--- config.mk ---
export PLATFORM = sky130hd
export DESIGN_NAME = idept_channel_engine
export DESIGN_NICKNAME = d
export VERILOG_FILES = /design/src/shared/idept_pkg.sv /design/src/logic/idept_channel_engine.sv
export SDC_FILE = /design/constraint.sdc
export NUM_CORES = 1
export LEC_CHECK = 0
export BUFFER_PORTS_ARGS = -buffer_cell sky130_fd_sc_hd__buf_2
export CAP_MARGIN = 20
export CORE_AREA = 2 2 156 158
export DETAILED_ROUTE_END_ITERATION = 8
export DIE_AREA = 0 0 158 160
export PLACE_DENSITY = 0.49
export SLEW_MARGIN = 25
export SYNTH_ARGS = -nofsm -noshare
export SYNTH_HDL_FRONTEND = slang
export SYNTH_SLANG_ARGS = --single-unit
--- constraint.sdc ---
create_clock -name clk -period 7.6 [get_ports clk]
set_input_delay 2.28 -clock clk [delete_from_list [all_inputs] [get_ports clk]]
set_output_delay 2.28 -clock clk [all_outputs]
set_load 0.02 [all_outputs]
--- src/shared/idept_pkg.sv ---
// Constants, field layouts and carrier types for the IDE PIO decode and timing block
//
// Overview of operation
// Decode only when I/O space and channel enabled
// 8-byte command, 4-byte control range, upper zero
// Primary command 01F0h, control 03F4h
// Secondary command 0170h, control 0374h
// Access asserts block select, runs compatible strobe
// Data port sixteen bits, others eight bits
// Control offset 03h forwarded to ISA floppy
// Claim every decoded access without byte enables
// Shadow drive-select bit per connector
// Fast timing only for data port accesses
// Drive outputs change only on clock edges
// Each drive uses its own timing mode
// Sync DMA leaves PIO timing unchanged
// Startup interval before strobe when not set up
// Fast strobe width 2 to 5 clocks
// Fast recovery 1 to 4 clocks
// Ready asserted at sample: no wait states
// Ready negated: extend strobe, two clocks minimum
// Two clock shutdown after data transactions
// Non-data compatible: startup 4, sample 11, cycle 22
// ISA recovery adds nothing when fast timing on; code suppresses it on fast reads only, fast writes still request it
// Per-drive ready masking treats ready asserted
// 32-bit data access splits into two halves
// Address lines carry low three offset bits
package idept_pkg;

	// ----------------------------------------------------------------
	// Address map
	// ----------------------------------------------------------------
	localparam logic [31:0] IDEPT_PRI_CMD_BASE = 32'h0000_01F0; // Primary command block
	localparam logic [31:0] IDEPT_PRI_CTL_BASE = 32'h0000_03F4; // Primary control block
	localparam logic [31:0] IDEPT_SEC_CMD_BASE = 32'h0000_0170; // Secondary command block
	localparam logic [31:0] IDEPT_SEC_CTL_BASE = 32'h0000_0374; // Secondary control block
	localparam logic [31:0] IDEPT_CMD_MASK     = 32'hFFFF_FFF8; // 8-byte range
	localparam logic [31:0] IDEPT_CTL_MASK     = 32'hFFFF_FFFC; // 4-byte range
	localparam logic [2:0]  IDEPT_OFS_DATA     = 3'h0;          // Data register
	localparam logic [2:0]  IDEPT_OFS_DRVHEAD  = 3'h6;          // Drive/head register
	localparam logic [2:0]  IDEPT_OFS_FLOPPY   = 3'h3;          // Control byte forwarded to ISA
	localparam int          IDEPT_DRV_BIT      = 4;             // Drive select bit position

	// ----------------------------------------------------------------
	// Timing counts in PCI clocks
	// ----------------------------------------------------------------
	localparam logic [4:0] IDEPT_ND_STARTUP   = 5'h04; // Non-data startup
	localparam logic [4:0] IDEPT_ND_ISP       = 5'h0B; // Non-data ready sample point
	localparam logic [4:0] IDEPT_ND_RCT       = 5'h16; // Non-data cycle time
	localparam logic [4:0] IDEPT_DC_STARTUP   = 5'h03; // Data compatible startup
	localparam logic [4:0] IDEPT_DC_ISP       = 5'h06; // Data compatible sample point
	localparam logic [4:0] IDEPT_DC_RCT       = 5'h0E; // Data compatible cycle time
	localparam logic [4:0] IDEPT_FT_STARTUP   = 5'h02; // Fast timing startup
	localparam logic [4:0] IDEPT_SHUTDOWN     = 5'h02; // Shutdown hold
	localparam logic [4:0] IDEPT_ISP_BASE     = 5'h02; // Fast width code 0 means 2 clocks
	localparam logic [4:0] IDEPT_RCV_BASE     = 5'h01; // Fast recovery code 0 means 1 clock
	localparam logic [4:0] IDEPT_RDY_EXTRA    = 5'h02; // Least extension after late ready

	// ----------------------------------------------------------------
	// Carrier types
	// ----------------------------------------------------------------
	typedef struct packed
	{
		logic       fast_en;   // Fast timing on data port
		logic       ready_mask; // Ignore ready input
		logic [1:0] width_code; // Strobe width, 2..5 clocks
		logic [1:0] rcv_code;   // Recovery, 1..4 clocks
	} idept_drv_timing_t;

	typedef struct packed
	{
		logic       valid;  // Request present
		logic       write;  // 1 = write
		logic [31:0] addr;  // I/O byte address
		logic [3:0] be_n;   // Byte enables, active low
		logic [31:0] wdata; // Write data
	} idept_req_t;

	typedef enum logic [5:0]
	{
		IDEPT_IDLE  = 6'b000001,
		IDEPT_SETUP = 6'b000010,
		IDEPT_STRB  = 6'b000100,
		IDEPT_WAIT  = 6'b001000,
		IDEPT_RCVR  = 6'b010000,
		IDEPT_SHUT  = 6'b100000
	} idept_state_t;

endpackage

--- src/logic/idept_channel_engine.sv ---
// IDE PIO decode and strobe timing engine for two legacy channels
`timescale 1ns/1ps
module idept_channel_engine
	import idept_pkg::*;
(
	input  wire logic              clk,              // PCI clock, 200 MHz
	input  wire logic              resetn,           // Async reset, active low
	input  wire idept_req_t        req,              // PCI I/O request
	input  wire logic              io_space_en,      // Function command reg I/O enable
	input  wire logic [1:0]        chan_decode_en,   // Per channel decode enable
	input  wire idept_drv_timing_t drv_timing [4],   // Index chan*2+drive
	input  wire logic              isa_rcv16_en,     // ISA 16-bit recovery enable
	input  wire logic              primary_drive_ready_wait,   // Pin, async
	input  wire logic              secondary_drive_ready_wait, // Pin, async
	input  wire logic [15:0]       drive_data_in,    // Drive data bus read value
	output logic                   claim,            // DEVSEL claim pulse
	output logic                   isa_forward,      // Forward to ISA pulse
	output logic                   done,             // Transfer done pulse
	output logic [31:0]            rdata,            // Read data
	output logic [1:0]             command_block_select_n, // Per channel
	output logic [1:0]             control_block_select_n, // Per channel
	output logic [2:0]             drive_address_lines,
	output logic [1:0]             drive_read_strobe_n,    // Per channel
	output logic [1:0]             drive_write_strobe_n,   // Per channel
	output logic [15:0]            drive_data_out,
	output logic                   drive_data_oe,    // High while driving data
	output logic                   isa_recovery_wait, // Recovery stall request
	output logic [1:0]             drive_shadow      // Shadow drive bit per channel
);

	// ----------------------------------------------------------------
	// State record
	// ----------------------------------------------------------------
	typedef struct packed
	{
		idept_state_t st;
		logic [4:0]  cnt;      // Interval counter
		logic [4:0]  sample;   // Clocks of late-ready extension, or gap count between halves
		logic        chan;     // Active channel
		logic        is_cmd;   // Command block selected
		logic        is_data;  // Data port access
		logic        write;
		logic        second;   // Second 16-bit half pending
		logic        half;     // Currently upper half
		logic [2:0]  ofs;
		logic [31:0] wdata;
		logic [31:0] rdata;
		logic [1:0]  shadow;   // Drive bit per connector
		logic        claim;
		logic        fwd;
		logic        done;
		logic        busy_req; // Request already accepted
		logic [1:0]  rdy_s1;
		logic [1:0]  rdy_s2;
		logic        rcv_wait;
		logic [1:0]  cs_cmd_n, cs_ctl_n, rd_n, wr_n; // Registered pin images
		logic [15:0] dout;     // Registered drive data word
		logic        oe;       // Registered data enable
	} idept_st_t;

	idept_st_t cur;      // Registered state
	idept_st_t next_cur; // Next state

	// ----------------------------------------------------------------
	// Decode
	// ----------------------------------------------------------------
	logic       hit_pc, hit_pt, hit_sc, hit_st; // Range hits
	logic       hit_any;
	idept_drv_timing_t tm; // Timing of selected drive
	logic       fast;      // Fast timing applies
	logic       rdy;       // Synchronised ready of active channel
	logic [4:0] startup, ready_sample_point, recovery_cycle_time;
	logic       next_live; // Selects asserted in the next cycle

	always_comb
	begin
		// Ranges only while both enables stand
		hit_pc = io_space_en && chan_decode_en[0]
			&& ((req.addr & IDEPT_CMD_MASK) == IDEPT_PRI_CMD_BASE);
		hit_pt = io_space_en && chan_decode_en[0]
			&& ((req.addr & IDEPT_CTL_MASK) == IDEPT_PRI_CTL_BASE);
		hit_sc = io_space_en && chan_decode_en[1]
			&& ((req.addr & IDEPT_CMD_MASK) == IDEPT_SEC_CMD_BASE);
		hit_st = io_space_en && chan_decode_en[1]
			&& ((req.addr & IDEPT_CTL_MASK) == IDEPT_SEC_CTL_BASE);
		hit_any = hit_pc | hit_pt | hit_sc | hit_st;
		// Timing picked by shadowed drive bit; sync DMA settings never enter here
		tm = drv_timing[{cur.chan, cur.shadow[cur.chan]}];
		fast = tm.fast_en && cur.is_data;
		rdy = tm.ready_mask || cur.rdy_s2[cur.chan];
		if (fast)
		begin
			startup = IDEPT_FT_STARTUP;
			ready_sample_point = IDEPT_ISP_BASE + {3'h0, tm.width_code};
			recovery_cycle_time = ready_sample_point + IDEPT_RCV_BASE + {3'h0, tm.rcv_code};
		end
		else if (cur.is_data)
		begin
			startup = IDEPT_DC_STARTUP;
			ready_sample_point = IDEPT_DC_ISP;
			recovery_cycle_time = IDEPT_DC_RCT;
		end
		else
		begin
			startup = IDEPT_ND_STARTUP;
			ready_sample_point = IDEPT_ND_ISP;
			recovery_cycle_time = IDEPT_ND_RCT;
		end
	end

	// ----------------------------------------------------------------
	// Next state
	// ----------------------------------------------------------------
	always_comb
	begin
		next_cur = cur;
		next_cur.claim = 1'b0;
		next_cur.fwd = 1'b0;
		next_cur.done = 1'b0;
		// Two flops on each ready pin before use
		next_cur.rdy_s1 = {secondary_drive_ready_wait, primary_drive_ready_wait};
		next_cur.rdy_s2 = cur.rdy_s1;
		// Fast timing suppresses ISA recovery waits on data reads
		// Only a running drive cycle may ask for ISA recovery
		next_cur.rcv_wait = isa_rcv16_en && (cur.st != IDEPT_IDLE) && !(fast && !cur.write);
		if (!req.valid)
		begin
			next_cur.busy_req = 1'b0;
		end
		case (cur.st)
			IDEPT_IDLE:
			begin
				if (req.valid && !cur.busy_req && hit_any)
				begin
					next_cur.busy_req = 1'b1;
					next_cur.claim = 1'b1;
					next_cur.chan = hit_sc | hit_st;
					next_cur.is_cmd = hit_pc | hit_sc;
					next_cur.ofs = req.addr[2:0];
					next_cur.write = req.write;
					next_cur.wdata = req.wdata;
					next_cur.is_data = (hit_pc | hit_sc) && (req.addr[2:0] == IDEPT_OFS_DATA);
					// 32-bit data port access runs as two halves
					next_cur.second = next_cur.is_data && (req.be_n == 4'h0);
					next_cur.half = 1'b0;
					next_cur.cnt = 5'h00;
					next_cur.sample = 5'h00;
					if (!(hit_pc | hit_sc) && req.addr[1:0] == IDEPT_OFS_FLOPPY[1:0])
					begin
						// Floppy byte goes to ISA, drive is untouched
						next_cur.fwd = 1'b1;
						next_cur.done = 1'b1;
					end
					else
					begin
						next_cur.st = IDEPT_SETUP;
					end
				end
			end
			IDEPT_SETUP:
			begin
				// Address and selects settle before the strobe
				next_cur.cnt = cur.cnt + 5'h01;
				if (cur.sample != 5'h00)
				begin
					// Selects stay negated between compatible halves
					next_cur.sample = cur.sample - 5'h01;
					next_cur.cnt = 5'h00;
				end
				else if (cur.cnt + 5'h01 >= startup)
				begin
					next_cur.st = IDEPT_STRB;
					next_cur.cnt = 5'h00;
				end
			end
			IDEPT_STRB:
			begin
				next_cur.cnt = cur.cnt + 5'h01;
				if (cur.cnt + 5'h01 >= ready_sample_point)
				begin
					if (rdy)
					begin
						next_cur.st = IDEPT_RCVR;
					end
					else
					begin
						next_cur.st = IDEPT_WAIT;
						next_cur.sample = 5'h00;
					end
				end
			end
			IDEPT_WAIT:
			begin
				// Late ready costs at least two clocks of extension
				next_cur.sample = (cur.sample == 5'h1F) ? cur.sample : cur.sample + 5'h01;
				next_cur.cnt = cur.cnt + 5'h01;
				if (rdy && cur.sample + 5'h01 >= IDEPT_RDY_EXTRA)
				begin
					next_cur.st = IDEPT_RCVR;
				end
			end
			IDEPT_RCVR:
			begin
				next_cur.cnt = cur.cnt + 5'h01;
				if (cur.cnt + 5'h01 >= recovery_cycle_time)
				begin
					next_cur.cnt = 5'h00;
					if (cur.ofs == IDEPT_OFS_DRVHEAD && cur.is_cmd && cur.write)
					begin
						next_cur.shadow[cur.chan] = cur.wdata[IDEPT_DRV_BIT];
					end
					if (cur.second && !cur.half && fast)
					begin
						// Back to back in fast mode, no shutdown
						next_cur.half = 1'b1;
						next_cur.st = IDEPT_STRB;
					end
					else
					begin
						next_cur.st = IDEPT_SHUT;
					end
				end
			end
			IDEPT_SHUT:
			begin
				// Hold address and selects for the shutdown interval
				next_cur.cnt = cur.cnt + 5'h01;
				if (cur.cnt + 5'h01 >= IDEPT_SHUTDOWN)
				begin
					next_cur.cnt = 5'h00;
					if (cur.second && !cur.half)
					begin
						next_cur.half = 1'b1;
						next_cur.sample = IDEPT_SHUTDOWN;
						next_cur.st = IDEPT_SETUP;
					end
					else
					begin
						next_cur.done = 1'b1;
						next_cur.st = IDEPT_IDLE;
					end
				end
			end
			default:
			begin
				next_cur.st = IDEPT_IDLE;
			end
		endcase
		// Capture read data at strobe release
		if (cur.st inside {IDEPT_STRB, IDEPT_WAIT} && next_cur.st == IDEPT_RCVR && !cur.write)
		begin
			if (cur.half)
			begin
				next_cur.rdata[31:16] = drive_data_in;
			end
			else if (cur.is_data)
			begin
				next_cur.rdata = {16'h0000, drive_data_in};
			end
			else
			begin
				next_cur.rdata = {24'h000000, drive_data_in[7:0]};
			end
		end
		// Pin images from the next state, so every drive pin leaves a flop
		next_live = (next_cur.st != IDEPT_IDLE)
			&& !(next_cur.st == IDEPT_SETUP && next_cur.sample != 5'h00);
		next_cur.cs_cmd_n = 2'h3;
		next_cur.cs_ctl_n = 2'h3;
		next_cur.rd_n = 2'h3;
		next_cur.wr_n = 2'h3;
		if (next_live)
		begin
			next_cur.cs_cmd_n[next_cur.chan] = !next_cur.is_cmd;
			next_cur.cs_ctl_n[next_cur.chan] = next_cur.is_cmd;
			next_cur.rd_n[next_cur.chan] = !((next_cur.st inside {IDEPT_STRB, IDEPT_WAIT})
				&& !next_cur.write);
			next_cur.wr_n[next_cur.chan] = !((next_cur.st inside {IDEPT_STRB, IDEPT_WAIT})
				&& next_cur.write);
		end
		next_cur.dout = next_cur.half ? next_cur.wdata[31:16] : next_cur.wdata[15:0];
		next_cur.oe = next_live && next_cur.write;
	end

	// ----------------------------------------------------------------
	// State register; all drive pins leave flops
	// ----------------------------------------------------------------
	always_ff @(posedge clk or negedge resetn)
	begin
		if (!resetn)
		begin
			cur <= '0;
			cur.st <= IDEPT_IDLE;
			cur.cs_cmd_n <= 2'h3;
			cur.cs_ctl_n <= 2'h3;
			cur.rd_n <= 2'h3;
			cur.wr_n <= 2'h3;
		end
		else
		begin
			cur <= next_cur;
		end
	end

	logic strobing; // Strobe asserted
	assign strobing = cur.st inside {IDEPT_STRB, IDEPT_WAIT};

	// Outputs come straight from the state register
	assign command_block_select_n = cur.cs_cmd_n;
	assign control_block_select_n = cur.cs_ctl_n;
	assign drive_read_strobe_n = cur.rd_n;
	assign drive_write_strobe_n = cur.wr_n;
	assign drive_address_lines = cur.ofs;
	assign drive_data_out = cur.dout;
	assign drive_data_oe = cur.oe;
	assign claim = cur.claim;
	assign isa_forward = cur.fwd;
	assign done = cur.done;
	assign rdata = cur.rdata;
	assign isa_recovery_wait = cur.rcv_wait;
	assign drive_shadow = cur.shadow;
endmodule

[Word level (Yosys, flattened, before mapping)]
Cells that the tools add are included.
Operators by class
  bitwise operators: 12
  add/sub/neg operators: 6
  reductions and logical operators: 52
  multiplexer cells: 57
  eq/ne operators: 20
  magnitude comparators: 10
Operators with widths (count)
  16-bit two-way mux: 4
  30-bit by 8-bit == test with 1-bit output (second input constant): 2
  5-bit two-way mux: 12
  29-bit by 6-bit == test with 1-bit output (second input constant): 2
  57-bit two-way mux: 1
  5-bit case mux with 5 select lines: 2
  6-bit two-way mux: 7
  6-bit case mux with 6 select lines: 1
  32-bit two-way mux: 1
  1-bit logical AND: 29
  11-bit two-way mux: 2
  5-bit greater-or-equal comparator: 3
  5-bit nonzero test: 3
  1-bit two-way mux: 14
  6-bit binary-select mux with 2-bit select: 1
  6-bit by 2-bit == test with 1-bit output (second input constant): 2
  6-bit by 3-bit == test with 1-bit output (second input constant): 2
  6-bit by 4-bit == test with 1-bit output (second input constant): 2
  6-bit by 5-bit == test with 1-bit output (second input constant): 2
  6-bit by 1-bit inequality test with 1-bit output (second input constant): 2
  5-bit by 1-bit adder with 5-bit output (second input constant): 2
  5-bit by 2-bit greater-or-equal comparator with 1-bit output (second input constant): 2
  1-bit logical NOT: 10
  4-bit two-way mux: 2
  other kinds (32): 47
Word-level totals
  register bits after elaboration: 125
  output and inout bits: 66
  input bits: 118

[Logic depth before layout (Yosys ltp)]
  depth in word-level cells: 19
  gate-level depth with buffers: 18

[Worst setup path after synthesis]
OpenSTA, ideal clock, no wires.
  path kind: input to register
  start point: input drv_timing[3] (netlist bit)
  end point: register cur, in the netlist rdata[4]
  library setup time: 0.125 ns
  stages: 15
  arrival: 5.277 ns
  slack: 2.197 ns
  required time: 7.475 ns
  cell sequence: mux2_2 > nand2_1 > o21ai_1 > fa_1 > inv_1 > nor2_1 > ha_1 > a21o_1 > a21oi_1 > o211a_4 > a211o_4 > or4b_1 > buf_2 > buf_6 > mux2_4
RTL lines
  from (decl): RTL line idept_channel_engine.sv:11  | input wire idept_drv_timing_t drv_timing [4],
  to (signal assigned): RTL line idept_channel_engine.sv:301  | cur <= next_cur;
  to (decl): RTL line idept_channel_engine.sv:61  | idept_st_t cur;

==> run summary <==
status -> finished, final reports clean
Hold Fails Final Rpt -> 0
vias per inst -> 4.54
worst path bufs/invs -> 1
P&R area growth vs syn -> 20.7%
crit share post-route -> 73.9%
FF+latch count, synth -> 125
setup bufs post-CTS -> 0
routed vias -> 5393
startpoint types -> primary input
vias in the first global route -> 5270
worst hold path type -> flip-flop to flip-flop
Row Count -> 57
Net Count, Synth -> 875
Residual DRC -> 0
die area -> 25300 µm²
Area after DPL -> 7510 µm²
CORE AREA -> 23800 µm²
GP Congestion -> 0.860
Fill cells -> 2530
register area -> 3140 µm²
Critical-path top delay cell -> or4b_1
Post-DRT Antenna Nets -> 0
Min Clock Period, post-route -> 5.61 ns
sequential-to-total area share from yosys stat -> 46.7%
crit-path max cell delay -> 0.76 ns
area taken by multi-input logic gates -> 2910 µm²
Synth cell types -> 65
RSZ-0062 raised after global routing -> false
CP delay by family, top -> compound AO/OA/AOI/OAI gates
clock sink count -> 125
first-pass GRT wire length -> 28500 µm
Post-synth EDFFs -> 0
max cap viols -> 0
WL per Instance -> 15.0 µm
Async SR Flop Fraction -> 100%
Total GRT Usage -> 14.7%
largest net degree at the start of global routing -> 83
Synth warnings -> 0
synthesized cell area -> 6720 µm²
Worst Path Max Fanout -> 24
Worst-Skew Late Latency -> 0.43 ns
Layout Skew -> 0.0181 ns
Slew Limit Headroom -> 39.4%
pins over their slew limit -> 0
clock buffer depth -> 2
IO buf count -> 183
Num CTS Buffers -> 17
Hold Buf Count CTS -> 0
Post-Route Setup TNS -> 0 ns
Initial Util -> 28.2%
worst vdd ir -> 138 µV
most common cell after layout, fill and taps aside -> nand2_1
die height -> 160 µm
Mapped Cells -> 734
Arr. time, crit path -> 5.92 ns
ys flop type -> dfrtp_1
Worst EP required -> 7.91 ns
cts repair resizes -> 0
# diodes -> 0
Post-Route WL -> 17800 µm
total power -> 1.58 mW
most used cell, CP -> mux2_2
initial drt markers -> 261
Crit Path Class -> primary input to flip-flop
Leak -> 4.16 nW
CP Capture Type -> flip-flop
DIE WIDTH -> 158 µm
nets@finish -> 993
H-tree Lvls -> 4
# setup viols final -> 0
share of cells above drive strength 1 -> 30.3%
DR pass1 iterations -> 4
critical-path cell list -> buf_2 > mux2_2 > a21oi_1 > o21ai_0 > ha_1 > nand2b_1 > a211oi_1 > o211ai_1 > mux2i_1 > a211o_4 > or4b_1 > mux2_2
Power Density -> 194 nW/µm²
initial antenna violation count -> 2
CTS tree -> done
syn_area_per_cell -> 9.16 µm²
design area -> 8110 µm²
most frequent cells in the layout -> nand2_1, buf_2, dfrtp_1
CTS clk-pin slew, worst paths -> 0.06 ns
FMAX -> 178 MHz
I/O pin cnt -> 184
CTS root buffer -> clkbuf_16
global route total overflow -> 0
Worst-Margin Slew -> 0.909 ns
HPWL Detailed -> 12900 µm
==> worst register-to-register path, cell delays in order, from the launching register on <==
cell and delay (ns):
dfrtp_1 0.55, mux2_2 0.38, a21oi_1 0.46, o21ai_0 0.19
ha_1 0.30, nand2b_1 0.14, a211oi_1 0.26, o211ai_1 0.21
mux2i_1 0.18, a211o_4 0.36, or4b_1 0.76, mux2_2 0.43
==> path summary, 6_finish.rpt <==
kind | startpoint | end | slack, ns | depth (start not counted)
max in group asynchronous | resetn | drive_data_out[7]$_DFF_PN0_ | 4.61 | 2
setup reg to reg | drive_shadow[1]$_DFFE_PN0P_ | rdata[3]$_DFFE_PN0P_ | 3.25 | 11
hold reg to reg | cur[28]$_DFF_PN0_ | cur[26]$_DFF_PN0_ | 0.35 | 0
hold / removal | cur[28]$_DFF_PN0_ | cur[26]$_DFF_PN0_ | 0.35 | 0
setup / recovery | drv_timing[5] | rdata[3]$_DFFE_PN0P_ | 1.99 | 12
min in group asynchronous | resetn | drive_data_oe$_DFF_PN0_ | 1.92 | 1
==> report_power, final <==
| part | total [mW] | leakage, nW | internal [mW] | switching, mW |
|---|---|---|---|---|
| Clock | 0.847 | 0.293 | 0.503 | 0.343 |
| Combinational | 0.0640 | 2.19 | 0.0294 | 0.0346 |
| Sequential | 0.667 | 1.68 | 0.667 | 0.000283 |
| Total | 1.58 | 4.16 | 1.20 | 0.378 |
==> cell usage after synthesis, types with 4 or more instances <==
cell type  number  area, µm²
xor2_1          7       61.3
buf_2           6       30.0
mux2_4          4       60.1
mux2i_1        11        110
and2_1          6       37.5
a31oi_1        17        106
nor2b_1         4       25.0
dfrtp_1       116       2900
nand2_1       185        694
nor2_1         47        176
buf_4          62        465
nor3_1          9       45.0
a211oi_1        4       30.0
nand2b_1       12       75.1
o211ai_1        4       30.0
mux2_2         11        124
inv_1          24       90.1
or2_2           5       31.3
dfstp_2         9        236
a21oi_1        17       85.1
nand3_1        16       80.1
clkbuf_1       20       75.1
nor4_1          9       56.3
ha_1           22        275
or3_1           4       25.0
o21ai_0        43        215
==> registers in the layout, indices dropped and copies added, names as in the netlist <==
register and cells:
drive_address_lines 3, drive_data_out 16, drive_read_strobe_n 2, drive_shadow 2
isa_forward 1, drive_write_strobe_n 2, command_block_select_n 2, rdata 32
isa_recovery_wait 1, cur 59, control_block_select_n 2, drive_data_oe 1
claim 1, done 1
==> routing by layer <==
metal | global-route usage, % | part of all wire [%] | up-vias
met5 | 0 | 0.073 | -
met4 | 5.04 | 1.5 | 2
met3 | 3.36 | 5.3 | 18
met2 | 22.2 | 45 | 154
met1 | 20.6 | 48 | 2540
li1 | - | - | 2679
==> kinds of logic (layout without fill, tap and decap cells) <==
| family | after synthesis | in the layout | share of synthesized area [%] |
|---|---|---|---|
| AO/OA/AOI/OAI | 112 | 112 | 10.8 |
| AND/OR/NAND/NOR | 326 | 326 | 22.6 |
| buffers and inverters | 113 | 244 | 9.99 |
| multiplexers | 26 | 26 | 4.37 |
| adder cells (fa/ha/maj) | 23 | 23 | 4.39 |
| XOR/XNOR | 9 | 9 | 1.17 |
| flip-flops | 125 | 125 | 46.7 |
==> final cells by class <==
class                           instances  share of cell area, %
Tap cell                              324                   5.00
Timing Repair Buffer                  188                   11.8
Multi-Input combinational cell        496                   35.9
Inverter                               24                   1.11
Clock buffer                           18                   5.41
Sequential cell                       125                   38.7
Clock inverter                         14                   2.07
==> per-stage QoR <==
step	instances	utilization [%]	setup slack [ns]	hold slack, ns
after floorplan	734	-	2.20	0.331
after global placement	1157	31.5	1.60	0.335
after detailed placement	1157	31.5	1.52	0.340
after CTS	1189	34.1	1.95	0.354
after global routing	1189	34.1	1.64	0.364
final	1189	34.1	1.99	0.351
(Power assumes the default switching activity.)
